<file path="config.mk">
export PLATFORM = sky130hd
export DESIGN_NAME = lerc_top
export DESIGN_NICKNAME = d
export VERILOG_FILES = /design/src/rtl/lerc_top.v /design/src/rtl/lerc_ramp_check.v
export VERILOG_INCLUDE_DIRS = /design/src /design/src/rtl
export SDC_FILE = /design/constraint.sdc
export NUM_CORES = 1
export LEC_CHECK = 0
export ABC_AREA = 0
export CORE_MARGIN = 8
export CORE_UTILIZATION = 46
export DETAILED_ROUTE_END_ITERATION = 6
export DONT_BUFFER_PORTS = 1
export GPL_TIMING_DRIVEN = 0
export SETUP_SLACK_MARGIN = 0.15
export SKIP_LAST_GASP = 1
export SYNTH_ARGS = -nofsm -noshare
export SYNTH_HDL_FRONTEND = slang
export SYNTH_SLANG_ARGS = --single-unit
</file>
<file path="constraint.sdc">
create_clock -name clk -period 1.5 [get_ports clk]
set_input_delay 0.075 -clock clk [delete_from_list [all_inputs] [get_ports clk]]
set_output_delay 0.075 -clock clk [all_outputs]
set_load 0.02 [all_outputs]
</file>
<file path="src/rtl/lerc_consts.vh">
// register offsets, field positions, reset values and widths of the lane and test bank
`ifndef LERC_CONSTS_VH
`define LERC_CONSTS_VH

`define LERC_ADDR_W            13
`define LERC_LANES             8

`define LERC_OFS_LANE_MASK     13'h047d
`define LERC_OFS_RAMP_CTRL     13'h047e
`define LERC_OFS_DIG_TEST      13'h0520
`define LERC_OFS_I_LOW         13'h0521
`define LERC_OFS_I_HIGH        13'h0522
`define LERC_OFS_Q_LOW         13'h0523
`define LERC_OFS_Q_HIGH        13'h0524

`define LERC_BIT_RAMP_VERIFY   0
`define LERC_BIT_CONST_TEST    1

`define LERC_RST_LANE_MASK     8'h00
`define LERC_RST_RAMP_CTRL     8'h00
`define LERC_RST_DIG_TEST      8'h1c
`define LERC_RST_CONST_BYTE    8'h00

`define LERC_RAMP_FIRST        8'h00
`define LERC_RAMP_STEP         8'h01

`endif

</file>
<file path="src/rtl/lerc_top.v">
// lane mask, ramp check and constant output test register bank with its datapath
//
// Summary of operation
// - eight mask bits enable receive lanes individually
// - ramp verify off accepts any alignment data
// - ramp verify on expects bytes 00,01,02 onward
// - ramp mismatch fails alignment, blocks start-up
// - I constant split into low, high bytes
// - Q constant split into low, high bytes
`timescale 1ns/1ps
`include "lerc_consts.vh"

module lerc_top (
	// clock and reset
	input  wire        clk,
	input  wire        resetn,
	// serial control port register access
	input  wire [12:0] reg_addr,
	input  wire        reg_wr,
	input  wire [7:0]  reg_wdata,
	input  wire        reg_rd,
	output reg  [7:0]  reg_rdata,
	// alignment sequence from the link
	input  wire        ilas_start,
	input  wire        ilas_end,
	input  wire [7:0]  ilas_valid,
	input  wire [63:0] ilas_data,
	// link status
	output wire [7:0]  link_lane_mask_bits,
	output reg  [7:0]  lane_fail,
	output reg         ilas_failed,
	output reg         startup_ok,
	// sample datapath
	input  wire [15:0] i_link_data,
	input  wire [15:0] q_link_data,
	output reg  [15:0] i_dac_data,
	output reg  [15:0] q_dac_data
);

	localparam [1:0] PH_IDLE = 2'b00;
	localparam [1:0] PH_WAIT = 2'b01;
	localparam [1:0] PH_PASS = 2'b10;
	localparam [1:0] PH_FAIL = 2'b11;

	reg  [7:0]  link_lane_mask_reg;
	reg         alignment_ramp_verify_on_reg;
	reg  [7:0]  digital_test_control_reg;
	reg  [7:0]  i_constant_low_byte_reg;
	reg  [7:0]  i_constant_high_byte_reg;
	reg  [7:0]  q_constant_low_byte_reg;
	reg  [7:0]  q_constant_high_byte_reg;
	reg  [7:0]  rdata_next;
	wire [15:0] i_path_constant_value;
	wire [15:0] q_path_constant_value;
	wire        constant_output_test_select;
	wire [7:0]  fail_now;
	wire        any_fail;
	wire        hit_lane_mask;
	wire        hit_ramp_ctrl;
	wire        hit_dig_test;
	wire        hit_i_low;
	wire        hit_i_high;
	wire        hit_q_low;
	wire        hit_q_high;
	reg  [1:0]  phase_reg;
	reg  [1:0]  phase_next;

	assign link_lane_mask_bits         = link_lane_mask_reg;
	assign constant_output_test_select = digital_test_control_reg[`LERC_BIT_CONST_TEST];
	assign i_path_constant_value       = {i_constant_high_byte_reg, i_constant_low_byte_reg};
	assign q_path_constant_value       = {q_constant_high_byte_reg, q_constant_low_byte_reg};

	// address decode shared by the write processes
	assign hit_lane_mask = (reg_addr == `LERC_OFS_LANE_MASK);
	assign hit_ramp_ctrl = (reg_addr == `LERC_OFS_RAMP_CTRL);
	assign hit_dig_test  = (reg_addr == `LERC_OFS_DIG_TEST);
	assign hit_i_low     = (reg_addr == `LERC_OFS_I_LOW);
	assign hit_i_high    = (reg_addr == `LERC_OFS_I_HIGH);
	assign hit_q_low     = (reg_addr == `LERC_OFS_Q_LOW);
	assign hit_q_high    = (reg_addr == `LERC_OFS_Q_HIGH);

	// register writes, one process per register
	always @(posedge clk or negedge resetn) begin
		if (!resetn)
			link_lane_mask_reg <= `LERC_RST_LANE_MASK;
		else if (reg_wr && hit_lane_mask)
			link_lane_mask_reg <= reg_wdata;
	end

	always @(posedge clk or negedge resetn) begin
		if (!resetn)
			alignment_ramp_verify_on_reg <= 1'b0;
		else if (reg_wr && hit_ramp_ctrl)
			alignment_ramp_verify_on_reg <= reg_wdata[`LERC_BIT_RAMP_VERIFY];
	end

	// reserved bits are stored as written; software keeps the default
	always @(posedge clk or negedge resetn) begin
		if (!resetn)
			digital_test_control_reg <= `LERC_RST_DIG_TEST;
		else if (reg_wr && hit_dig_test)
			digital_test_control_reg <= reg_wdata;
	end

	always @(posedge clk or negedge resetn) begin
		if (!resetn)
			i_constant_low_byte_reg <= `LERC_RST_CONST_BYTE;
		else if (reg_wr && hit_i_low)
			i_constant_low_byte_reg <= reg_wdata;
	end

	always @(posedge clk or negedge resetn) begin
		if (!resetn)
			i_constant_high_byte_reg <= `LERC_RST_CONST_BYTE;
		else if (reg_wr && hit_i_high)
			i_constant_high_byte_reg <= reg_wdata;
	end

	always @(posedge clk or negedge resetn) begin
		if (!resetn)
			q_constant_low_byte_reg <= `LERC_RST_CONST_BYTE;
		else if (reg_wr && hit_q_low)
			q_constant_low_byte_reg <= reg_wdata;
	end

	always @(posedge clk or negedge resetn) begin
		if (!resetn)
			q_constant_high_byte_reg <= `LERC_RST_CONST_BYTE;
		else if (reg_wr && hit_q_high)
			q_constant_high_byte_reg <= reg_wdata;
	end

	// read decode; the ramp verify bit is write-only and reads zero
	always @* begin
		rdata_next = 8'h00;
		case (reg_addr)
		`LERC_OFS_LANE_MASK: rdata_next = link_lane_mask_reg;
		`LERC_OFS_RAMP_CTRL: rdata_next = 8'h00;
		`LERC_OFS_DIG_TEST:  rdata_next = digital_test_control_reg;
		`LERC_OFS_I_LOW:     rdata_next = i_constant_low_byte_reg;
		`LERC_OFS_I_HIGH:    rdata_next = i_constant_high_byte_reg;
		`LERC_OFS_Q_LOW:     rdata_next = q_constant_low_byte_reg;
		`LERC_OFS_Q_HIGH:    rdata_next = q_constant_high_byte_reg;
		default:             rdata_next = 8'h00;
		endcase
	end

	always @(posedge clk or negedge resetn) begin
		if (!resetn)
			reg_rdata <= 8'h00;
		else if (reg_rd)
			reg_rdata <= rdata_next;
	end

	// per-lane ramp checkers, active only on enabled lanes
	genvar g;
	generate
		for (g = 0; g < `LERC_LANES; g = g + 1) begin : lane
			lerc_ramp_check u_chk (
				.clk        (clk),
				.resetn     (resetn),
				.check_on   (alignment_ramp_verify_on_reg & link_lane_mask_reg[g]),
				.seq_start  (ilas_start),
				.byte_valid (ilas_valid[g]),
				.byte_data  (ilas_data[g*8 +: 8]),
				.fail_now   (fail_now[g]),
				.fail_reg   ()
			);
		end
	endgenerate

	assign any_fail = |fail_now;

	// alignment phase: an end is judged only inside a started sequence
	always @* begin
		phase_next = phase_reg;
		case (phase_reg)
		PH_IDLE: begin
			if (ilas_start)
				phase_next = PH_WAIT;
		end
		PH_WAIT: begin
			if (ilas_start)
				phase_next = PH_WAIT;
			else if (ilas_end)
				phase_next = any_fail ? PH_FAIL : PH_PASS;
		end
		PH_PASS: begin
			if (ilas_start)
				phase_next = PH_WAIT;
		end
		PH_FAIL: begin
			if (ilas_start)
				phase_next = PH_WAIT;
		end
		default: begin
			phase_next = PH_IDLE;
		end
		endcase
	end

	always @(posedge clk or negedge resetn) begin
		if (!resetn)
			phase_reg <= PH_IDLE;
		else
			phase_reg <= phase_next;
	end

	// outcome flags follow the phase; start-up only after a clean sequence
	always @(posedge clk or negedge resetn) begin
		if (!resetn) begin
			lane_fail   <= 8'h00;
			ilas_failed <= 1'b0;
			startup_ok  <= 1'b0;
		end else begin
			ilas_failed <= (phase_next == PH_FAIL);
			startup_ok  <= (phase_next == PH_PASS);
			if (ilas_start)
				lane_fail <= 8'h00;
			else if (ilas_end && phase_reg == PH_WAIT)
				lane_fail <= fail_now;
		end
	end

	// sample path: constants replace link data in test mode
	always @(posedge clk or negedge resetn) begin
		if (!resetn) begin
			i_dac_data <= 16'h0000;
			q_dac_data <= 16'h0000;
		end else if (constant_output_test_select) begin
			i_dac_data <= i_path_constant_value;
			q_dac_data <= q_path_constant_value;
		end else begin
			i_dac_data <= i_link_data;
			q_dac_data <= q_link_data;
		end
	end

endmodule

</file>
<file path="src/rtl/lerc_ramp_check.v">
// one lane's alignment-sequence ramp checker
`timescale 1ns/1ps
`include "lerc_consts.vh"

module lerc_ramp_check (
	// clock and reset
	input  wire       clk,
	input  wire       resetn,
	// control
	input  wire       check_on,
	input  wire       seq_start,
	// received alignment bytes
	input  wire       byte_valid,
	input  wire [7:0] byte_data,
	// result
	output wire       fail_now,
	output reg        fail_reg
);

	reg  [7:0] expect_reg;
	wire       mismatch;

	// a byte counts only when checking is on and it is not the start cycle
	assign mismatch = check_on & byte_valid & ~seq_start & (byte_data != expect_reg);
	assign fail_now = fail_reg | mismatch;

	always @(posedge clk or negedge resetn) begin
		if (!resetn) begin
			expect_reg <= `LERC_RAMP_FIRST;
			fail_reg   <= 1'b0;
		end else if (seq_start) begin
			expect_reg <= `LERC_RAMP_FIRST;
			fail_reg   <= 1'b0;
		end else begin
			if (byte_valid)
				expect_reg <= expect_reg + `LERC_RAMP_STEP;
			if (mismatch)
				fail_reg <= 1'b1;
		end
	end

endmodule

</file>
* Word level (Yosys, flattened, before mapping)
Cells that the tools add are included.
** Operators by class
- Add/sub/neg operators :: 8
- Equal/unequal tests :: 20
- Reductions and logical operators :: 28
- Bitwise operators :: 41
- Multiplexer cells :: 42
** Operator list (number)
- 8-bit 2-to-1 mux :: 18
- 13-bit by 11-bit == test with 1-bit output (second input constant) :: 7
- 8-bit by 1-bit adder with 8-bit output (second input constant) :: 8
- 8-bit != test :: 8
- 8-bit one-hot mux with 6 select lines :: 1
- 2-bit nonzero test :: 17
- 1-bit AND :: 32
- 16-bit 2-to-1 mux :: 2
- 1-bit 2-to-1 mux :: 17
- 2-bit == test (second input constant) :: 4
- 1-bit logical AND :: 8
- 1-bit bitwise OR :: 8
- 8-bit OR reduction :: 1
- 2-bit 2-to-1 mux :: 3
- 2-bit one-hot mux with 2 select lines :: 1
- 3-bit OR reduction :: 1
- 2-bit by 1-bit == test with 1-bit output (second input constant) :: 1
- 2-bit logical NOT :: 1
- 1-bit inverter :: 1
** Word-level totals
- Flip-flop bits (word level) :: 173
- Logic and storage cells :: 169
- Output and inout port bits :: 58
- Bits of input ports :: 131

* Logic depth before layout (Yosys ltp)
Gate-level depths: netlist (run 1).
- Depth after elaboration :: 11
- Mapped depth :: 6
- Mapped depth without buffers :: 6

* By module
Synthesis (run 1) repeated with hierarchy kept, for this count alone.
** Unflattened totals
- Cells, all modules :: 755
- Area total of the unflattened synthesis :: 8535.7 µm²
** Modules (own cells, without submodules)
- lerc_top :: times used 1, seq. area each 2531.2 µm², cells an instance 323, area each 4371.7 µm²
- lerc_ramp_check :: times used 8, seq. area each 225.2 µm², cells an instance 54, area each 520.5 µm²

* Worst setup path before layout (run 1)
OpenSTA, ideal clock, no wires.
- Kind :: register -> register
- From :: register lane[7].u_chk.expect_reg[2]
- To :: register startup_ok
- Buffers on the path :: 0
- Clock period less this slack :: 1.510 ns
- Arrival time :: 1.443 ns
- Slack :: -0.010 ns
- Data required time :: 1.433 ns
- Cell stages (with the launch flop) :: 7
- Library setup time :: 0.067 ns
- Cells stage by stage :: dfrtp_1 > xnor2_1 > nand4_1 > o2111ai_1 > nand3_1 > o31ai_1 > and2_1
** On the way
- Word-level cells in the longest chain between the ends :: 9
** Ends and longest elaborated chain
- start: declaration :: line lerc_ramp_check.v:20 : reg [7:0] expect_reg;
- start signal: assignment :: line lerc_ramp_check.v:29 : expect_reg <= `LERC_RAMP_FIRST;
- start signal: assignment :: line lerc_ramp_check.v:32 : expect_reg <= `LERC_RAMP_FIRST;
- start signal: assignment :: line lerc_ramp_check.v:36 : expect_reg <= expect_reg + `LERC_RAMP_STEP;
- 8-bit != test :: line lerc_ramp_check.v:24 : assign mismatch = check_on & byte_valid & ~seq_start & (byte_data != expect_reg);
- 1-bit AND :: line lerc_ramp_check.v:24
- 1-bit bitwise OR :: line lerc_ramp_check.v:25 : assign fail_now = fail_reg | mismatch;
- 8-bit OR reduction :: line lerc_top.v:172 : assign any_fail = |fail_now;
- 1-bit 2-to-1 mux :: line lerc_top.v:186 : phase_next = any_fail ? PH_FAIL : PH_PASS;
- 2-bit 2-to-1 mux :: line lerc_top.v:185 : else if (ilas_end)
- 2-bit 2-to-1 mux :: line lerc_top.v:183 : if (ilas_start)
- 2-bit one-hot mux with 2 select lines :: line lerc_top.v:177 : case (phase_reg)
- 2-bit == test :: line lerc_top.v:217 : startup_ok <= (phase_next == PH_PASS);
- end signal: assignment :: line lerc_top.v:217
- end: declaration :: line lerc_top.v:32 : output reg startup_ok,
No other way between the ends.
A chain may end at the register's enable or synchronous reset.

* Final worst setup path (run 1)
- From :: register lane[3].u_chk.expect_reg[4]
- To :: register startup_ok
** On the way
- Word-level cells in the longest chain between the ends :: 9
** Ends and longest elaborated chain (line)
- start: declaration :: lerc_ramp_check.v:20
- start signal: assignment :: lerc_ramp_check.v:29
- start signal: assignment :: lerc_ramp_check.v:32
- start signal: assignment :: lerc_ramp_check.v:36
- 8-bit != test :: lerc_ramp_check.v:24
- 1-bit AND :: lerc_ramp_check.v:24
- 1-bit bitwise OR :: lerc_ramp_check.v:25
- 8-bit OR reduction :: lerc_top.v:172
- 1-bit 2-to-1 mux :: lerc_top.v:186
- 2-bit 2-to-1 mux :: lerc_top.v:185
- 2-bit 2-to-1 mux :: lerc_top.v:183
- 2-bit one-hot mux with 2 select lines :: lerc_top.v:177
- 2-bit == test :: lerc_top.v:217
No other way between the ends.

==> flow_summary.toml, run 1 <==
[worst_hold_path]
min_path_type = "input pin to async pin"

[yosys]
ys_ff_latch = 173
syn_inst = 693
synth_top_cell_by_area = "dfrtp_1"
ys_seq_area_frac = 0.529
yosysTopAreaCellShare = 0.519
yosys.cell_types.count = 42
avgSynthCellArea_um2 = 11.8
synthFlopType = "dfrtp_1"
synthTopCellsByArea = "dfrtp_1, mux2_2, xnor2_1, nand4_1, xor2_1"
yosys_warnings = 0
synth_fp_nets = 832
synth_edf_count = 0
synthArstFlopShare = 1.00
netlist_area_um2 = 8190

[critical_path]
crit_path_start_kind = "register"
crit_chain = "xnor2_1 -> nand4_1 -> o2111ai_4 -> nand4_1 -> o31ai_4 -> and2_1"
critPathBufInv = 0
crit_fanout = 3
required_ps = 1850
cpMaxStageDelayCell = "dfrtp_1"
critPathMostFrequentCell = "nand4_1"
critical_path_class = "register to register"
critPathCaptureType = "register"
crit_family = "compound AO/OA/AOI/OAI gates"
critical-path-max-stage-delay_ps = 400
worstPathArrival_ps = 2090
rrSetupSlack_ps = -230

[layout]
layout_commonest_cell = "dfrtp_1"
nets = 965
areaGrowthSynthToFinish_pct = 26.6
final_cell_mix = "dfrtp_1, mux2_2, xnor2_1"
drive_gt1_frac = 0.309
largest_register_ffs = 64
utilization = 0.597
antenna_cells = 0

[clock_network]
h-tree-depth = 4
path_clk_slew_ps = 60
clkSinkCount = 173
clockRootBuffer = "clkbuf_16"
holdBufCountCts = 42
clkLatencyLatePin_ps = 420
cts_buffer_depth = 2
tritoncts = "built"
cts_made_buffers = 17

[floorplan]
std_cell_rows = 48
io-pin-count = 189
initial_core_util = 0.472
die_x_um = 149
core_area_um2 = 17400
die_y_um = 149
dieArea_um2 = 22300

[outcome]
status = "complete, but fails checks"
violations = "negative hold slack, negative setup slack"

[timing]
setup_violations = 8
finalHoldViolations = 173
tns_ps = -923
fmax_ghz = 0.577
whs_ps = -657
rsz0062_at_grt = "yes"
fin_worst_skew_ps = 8.94
setup_ws_ps = -234
drv_slew = 0
post-route-period-util = 1.16
min_period_ps = 1730
maxSlewHeadroom = 0.488
tightest_slew_ps = 768

[global_route]
grt_pass1_vias = 6142
grt_use_total = 0.192
grt_max_degree = 174
antenna_found_initial = 0
grt_overflow = 0
grt_pass1_wl_um = 33200

[detailed_routing]
detail_route.wl_per_cell_um = 20.3
vias_per_cell = 5.53
drtAntennaViolNets = 0
wl_um = 21600
detailroute.via_count = 5879
first_pass_iters = 5
drc = 0
initialDrtViolationCount = 427

[placed_design]
pre_cts_slack_ps = -620
place_congestion = 0.815
place_hpwl_um = 15200
port_buffers = 0

[power]
ir_worst_vdd_mv = 0.741
p_leak_uw = 0.00451
power.density_nw_per_um2 = 1000

[flow_run]
cap_violations = 0
-- final timing paths --
kind	depth (start not counted)	to	from
min in group clk	3	lane[2].u_chk.expect_reg[0]	ilas_valid[2]
worst max-delay path	6	startup_ok	lane[3].u_chk.expect_reg[4]
worst min register to register	1	digital_test_control_reg[6]	digital_test_control_reg[6]
worst min-delay path	0	lane[5].u_chk.expect_reg[7]	resetn
worst max register to register	6	startup_ok	lane[3].u_chk.expect_reg[4]
max in group asynchronous	0	lane[0].u_chk.expect_reg[2]	resetn
-- where the power goes --
| group | internal, uW | leakage [uW] | total [uW] | switching, uW |
|---|---|---|---|---|
| Combinational | 379 | 0.00192 | 696 | 317 |
| Sequential | 4780 | 0.00229 | 4950 | 171 |
| Clock | 2870 | 0.000306 | 4750 | 1880 |
-- cell usage after synthesis (2+ instances only) --
cell	n
a31oi_1	8
mux2i_1	12
nand4_1	45
nor2_1	61
a21oi_1	18
nand2_1	39
ha_1	8
xor2_1	32
dfstp_2	3
mux2_2	84
dfrtp_1	170
buf_1	2
nand2b_1	2
mux2_4	9
and3_1	8
clkbuf_1	22
a222oi_1	8
nor2b_1	5
o2111ai_1	8
xnor2_1	72
inv_1	8
nor4_1	2
nor2_8	2
nor2_2	2
a22o_1	4
o21ai_0	28
or3_1	16
-- routing by layer --
| metal | GRT usage | wire length, um |
|---|---|---|
| met1 | 0.246 | 9360 |
| met2 | 0.311 | 10400 |
| met3 | 0.0480 | 1450 |
| met4 | 0.0636 | 308 |
| met5 | 0 | 0 |
-- worst register-to-register path: stages (launching register included) --
cell and delay (ps):
dfrtp_1 400, xnor2_1 170, nand4_1 170, o2111ai_4 310
nand4_1 210, o31ai_4 240, and2_1 170
-- kinds of logic (layout without fill, tap and decap cells) --
logic type / count (synthesis) / after routing / share of synthesized area
XOR/XNOR: 104 / 104 / 0.111
adder cells (fa/ha/maj): 8 / 8 / 0.0122
buffers and inverters: 35 / 181 / 0.0173
AND/OR/NAND/NOR: 193 / 193 / 0.126
AO/OA/AOI/OAI: 75 / 75 / 0.0578
multiplexers: 105 / 105 / 0.147
flip-flops: 173 / 173 / 0.529
-- what timing repair did --
item | in CTS | in global routing
pin swaps | 46 | 38
setup endpoints to repair | 61 | 52
endpoints found under the hold margin | 267 | 173
buffers inserted | 56 | 16
resized for setup | 36 | 35
-- through the flow --
stage | instances | instance area [um^2] | total power, uW
floorplan | 693 | 8220 | 5410
global placement | 918 | 8500 | 5510
detailed placement | 918 | 8500 | 5530
CTS | 1048 | 10100 | 10500
global route | 1064 | 10400 | 10800
finish | 1064 | 10400 | 10400
-- layout make-up --
type	count	area, um^2
fill	1389	6990
sequential	173	4350
multi-input combinational	485	3940
timing repair buffer	114	998
clock buffer	18	439
tap	225	282
clock inverter	14	206
buffer	26	119
inverter	9	38.8
Power figures use the tool's default switching activity.
==> inputs of run 2 (changes only) <==
Settings changed: ABC_AREA 0 to 1.
==> run 2 against run 1 <==
Highest routed layer unchanged. Largest cell class unchanged. Clock power decreased by 5.7%. Sequential power is essentially flat. The flow finishes with violations (negative hold slack). Hold slack worse by 4.1 ps.
==> flow_summary.toml, run 2 <==
[yosys]
synth_simple_gate_area_frac = 0.231
synth_top_family_by_area = "simple AND/OR/NAND/NOR gates"
synth_top_cell_by_area = "dfrtp_1"
syn_inst = 1003
avgSynthCellArea_um2 = 8.46
synthTopCellsByArea = "dfrtp_1, nand2_1, mux2_2, o21ai_0, xnor2_1"
ys_seq_area_frac = 0.511
synthArstFlopShare = 1.00
synthMuxAreaShare = 0.0518
ys_ff_latch = 173
synth_fp_nets = 1142
yosys-top-cells-count = "nand2_1, dfrtp_1, inv_1, nor2_1, o21ai_0"
yosysMostFrequentCell = "nand2_1"
synth_adder_area_share = 0.0118
netlist_area_um2 = 8480
synth_edf_count = 0
synthFlopType = "dfrtp_1"
yosys_warnings = 0
yosysTopAreaCellShare = 0.502
synth_xor_area_frac = 0.0454
synth_compound_gate_area_share = 0.0916
yosys.cell_types.count = 31

[global_route]
grt_use_total = 0.206
grt_pass1_vias = 6822
grt_pass1_wl_um = 36200
grt_max_degree = 174
grt_overflow = 0
antenna_found_initial = 0

[layout]
layout_commonest_cell = "nand2_1"
post_layout_nonfiller_instances = 1378
final_cell_mix = "nand2_1, dfrtp_1, inv_1"
areaGrowthSynthToFinish_pct = 27.4
fillers = 1593
drive_gt1_frac = 0.235
seq_area_um2 = 4340
largest_register_ffs = 64
nets = 1274
multi_input_area_um2 = 4070

[outcome]
violations = "negative hold slack"
status = "complete, but fails checks"

[placed_design]
place_congestion = 0.907
pre_cts_slack_ps = -352
placed_cells_incl_taps = 1232
port_buffers = 0
place_hpwl_um = 16600

[timing]
rsz0062_at_grt = "yes"
fin_worst_skew_ps = 13.4
min_period_ps = 1480
setup_ws_ps = 16.1
finalHoldViolations = 179
setup_violations = 0
fmax_ghz = 0.674
maxSlewHeadroom = 0.534
whs_ps = -661
post-route-period-util = 0.989
tightest_slew_ps = 699
drv_slew = 0

[critical_path]
required_ps = 1780
critPathMostFrequentCell = "nand2_2"
critical-path-max-stage-delay_ps = 410
rrSetupSlack_ps = 20
r2r_start = "lane[0].u_chk.expect_reg[0]"
crit_chain = "buf_4 -> buf_6 -> nand2_2 -> nor2_4 -> nand2_2 -> nor3_4 -> and3_1 -> nor3_1"
critPathCaptureType = "register"
worstPathArrival_ps = 1770
crit_fanout = 3
critical_path_class = "register to register"
crit_family = "simple AND/OR/NAND/NOR gates"
reg2regPathDepth = 8
critPathBufInv = 2
crit_path_start_kind = "register"
cpMaxStageDelayCell = "dfrtp_1"
rr_endpoint = "lane[0].u_chk.expect_reg[7]"

[clock_network]
h-tree-depth = 4
cts_buffer_depth = 2
clkSinkCount = 173
clkLatencyLatePin_ps = 430
tritoncts = "built"
holdBufCountCts = 58
clockRootBuffer = "clkbuf_16"
cts_made_buffers = 17
path_clk_slew_ps = 70

[floorplan]
io-pin-count = 189
initial_core_util = 0.471
die_y_um = 152
dieArea_um2 = 23000
std_cell_rows = 49
core_area_um2 = 18000
die_x_um = 152

[worst_hold_path]
min_path_type = "input pin to async pin"

[detailed_routing]
vias_per_cell = 5.08
detailroute.via_count = 7000
drtAntennaViolNets = 0
detail_route.wl_per_cell_um = 17.5
initialDrtViolationCount = 345
wl_um = 24100
first_pass_iters = 4
drc = 0

[power]
p_leak_uw = 0.00498
ir_worst_vdd_mv = 0.850
power.density_nw_per_um2 = 937

[flow_run]
cap_violations = 0
==> run 2: where the power goes <==
part / internal (uW) / total, uW / switching (uW)
clock: 2550 / 4480 / 1930
combinational: 373 / 732 / 359
sequential: 4770 / 4920 / 153
==> run 2: worst max path at each step <==
stage	startpoint	endpoint	slack, ps	depth (start not counted)
global route	lane[4].u_chk.expect_reg[6]	phase_reg[0]	-130	10
CTS	lane[4].u_chk.expect_reg[1]	phase_reg[0]	-10	10
detailed placement	reg_addr[11]	link_lane_mask_bits[3]	-350	7
finish	lane[0].u_chk.expect_reg[0]	lane[0].u_chk.expect_reg[7]	20	8
floorplan	digital_test_control_reg[1]	i_dac_data[0]	130	3
global placement	reg_addr[12]	link_lane_mask_bits[5]	-280	5
==> run 2: worst register-to-register path: stages, from the launching register on <==
cell     delay [ps]
dfrtp_1         410
buf_4           140
buf_6            90
nand2_2          60
nor2_4          130
nand2_2          90
nor3_4          210
and3_1          170
nor3_1           50
==> run 2: what timing repair did <==
item,in CTS,in global routing
hold endpoints to repair,300,179
pin swaps,37,58
setup endpoints to repair,63,40
resized for setup,58,102
buffers inserted,23,32
==> run 2: kinds of logic after synthesis <==
group                      after synthesis
adders and majority gates                8
muxes                                   39
buffers and inverters                  121
xor gates and xnor gates                44
DFF                                    173
AOI/OAI and AO/OA                      147
and+or+nand+nor                        471
==> run 2: per-stage QoR <==
stage                      util  instance area (um^2)  setup TNS, ps  total power [uW]
after floorplan               -                  8480              0              5340
after global placement    0.486                  8770         -11710              5450
after detailed placement  0.486                  8770         -13400              5460
after CTS                 0.569                 10300          -14.4             10100
after global routing      0.599                 10800           -543             10500
final                     0.600                 10800              0             10100
==> run 2: cell type report <==
class / instances / share of cell area
diodes: 1 / 0.000232
plain buffers: 26 / 0.0134
clock buffers: 19 / 0.0419
clock inverters: 13 / 0.0130
inverters: 95 / 0.0330
multi-input cells: 709 / 0.377
flip-flops and latches: 173 / 0.402
well taps: 229 / 0.0265
repair buffers: 113 / 0.0933
==> run 2: per-layer routing <==
metal / track usage / routed length (um) / vias up
li1: - / - / 3512
met1: 0.248 / 9780 / 3277
met2: 0.350 / 12100 / 179
met3: 0.0484 / 1670 / 32
met4: 0.0764 / 515 / 0
met5: 0 / 0 / -
==> inputs of run 3 (changes only) <==
Settings changed: CAP_MARGIN from default to 20, CORE_ASPECT_RATIO from default to 1.25.
==> run 3 against run 2 <==
The flow finishes with violations (negative hold slack, negative setup slack). Clock skew is 2.9 ps higher. First-iteration DRC count is 7.2% higher. Largest power group unchanged. Critical endpoint is now phase_reg[0]. Clock power is 1% higher.
==> flow_summary.toml, run 3 (synthesis results as in run 2) <==
[detailed_routing]
detailroute.via_count = 7039
detail_route.wl_per_cell_um = 17.1
first_pass_iters = 5
drtAntennaViolNets = 0
vias_per_cell = 5.06
initialDrtViolationCount = 370
wl_um = 23800
drc = 0

[timing]
fin_worst_skew_ps = 16.3
fmax_ghz = 0.658
setup_ws_ps = -19.7
tightest_slew_ps = 736
maxSlewHeadroom = 0.510
post-route-period-util = 1.01
min_period_ps = 1520
drv_slew = 0
rsz0062_at_grt = "yes"
finalHoldViolations = 181
whs_ps = -666
setup_violations = 1

[layout]
final_cell_mix = "nand2_1, dfrtp_1, inv_1"
seq_area_um2 = 4350
multi_input_area_um2 = 4110
utilization = 0.606
antenna_cells = 0
layout_commonest_cell = "nand2_1"
largest_register_ffs = 64
fillers = 1541
nets = 1288
areaGrowthSynthToFinish_pct = 29.4
drive_gt1_frac = 0.250

[clock_network]
holdBufCountCts = 59
clockRootBuffer = "clkbuf_16"
path_clk_slew_ps = 70
h-tree-depth = 4
clkLatencyLatePin_ps = 440
clkSinkCount = 173
cts_made_buffers = 17
cts_buffer_depth = 2
tritoncts = "built"

[floorplan]
initial_core_util = 0.469
std_cell_rows = 55
die_x_um = 137
io-pin-count = 189
core_area_um2 = 18100
dieArea_um2 = 23100
die_y_um = 168

[power]
power.density_nw_per_um2 = 928
ir_worst_vdd_mv = 0.696
p_leak_uw = 0.00514

[global_route]
grt_use_total = 0.205
grt_max_degree = 174
grt_pass1_vias = 7041
grt_overflow = 0
grt_pass1_wl_um = 36600
antenna_found_initial = 0

[critical_path]
worstPathArrival_ps = 1820
startpoint = "lane[1].u_chk.expect_reg[2]"
reg2regPathDepth = 10
rrSetupSlack_ps = -20
required_ps = 1800
critical_path_class = "register to register"
r2r_start = "lane[1].u_chk.expect_reg[2]"
critPathCaptureType = "register"
crit_fanout = 2
crit_path_start_kind = "register"
rr_endpoint = "phase_reg[0]"

[outcome]
violations = "negative hold slack, negative setup slack"
status = "complete, but fails checks"

[placed_design]
place_hpwl_um = 16700
port_buffers = 0
pre_cts_slack_ps = -276
place_congestion = 0.837

[flow_run]
cap_violations = 0

[worst_hold_path]
min_path_type = "input pin to async pin"
## run 3: what timing repair did
item	4_1_cts	5_1_grt
endpoints found under the hold margin	304	180
setup endpoints to repair	56	65
gates resized for setup	61	106
buffers inserted	28	40
pin swaps	27	67
## run 3: how the worst max path moves through the flow
stage / end / slack [ps] / cells after the start
after floorplan: i_dac_data[0] / 130 / 3
after global placement: reg_rdata[3] / -250 / 9
after detailed placement: link_lane_mask_bits[6] / -280 / 7
after CTS: phase_reg[0] / 20 / 10
after global routing: phase_reg[0] / -180 / 11
final: phase_reg[0] / -20 / 10
## run 3: cell type report
cell class / count / area share
Buffer: 26 / 0.0133
Clock buffer: 18 / 0.0391
Clock inverter: 14 / 0.0160
Inverter: 95 / 0.0325
Multi-Input combinational cell: 709 / 0.374
Sequential cell: 173 / 0.396
Tap cell: 228 / 0.0260
Timing Repair Buffer: 127 / 0.103
## run 3: per-layer routing
metal  GRT usage  vias up  share of wire
li1            -     3515              -
met5           0        -              0
met1       0.223     3282           0.37
met4      0.0923        0          0.031
met3      0.0554       39          0.072
met2       0.362      203           0.53
## run 3: power by group
part / internal [uW] / switching, uW / total [uW]
logic: 374 / 357 / 731
registers: 4760 / 152 / 4920
clock network: 2530 / 2010 / 4540
## run 3: worst max-delay path, cell delays in order, from the launching register on
cell and delay, ps:
dfrtp_1 420, xnor2_1 200, nand3_2 90, nor2_2 110, nand2_1 90, nand2_2 90, nand2_1 50, nor2_1 100
nand2_1 100, nand2_1 90, nand2_1 50
## run 3: stage by stage
step                TNS (ps)  power [uW]  instance area [um^2]  instances
global placement      -11130        5460                  8770       1231
detailed placement    -12280        5460                  8770       1231
CTS                        0       10200                 10300       1350
floorplan                  0        5340                  8480       1003
finish                 -19.7       10200                 11000       1390
global route            -862       10600                 11000       1390
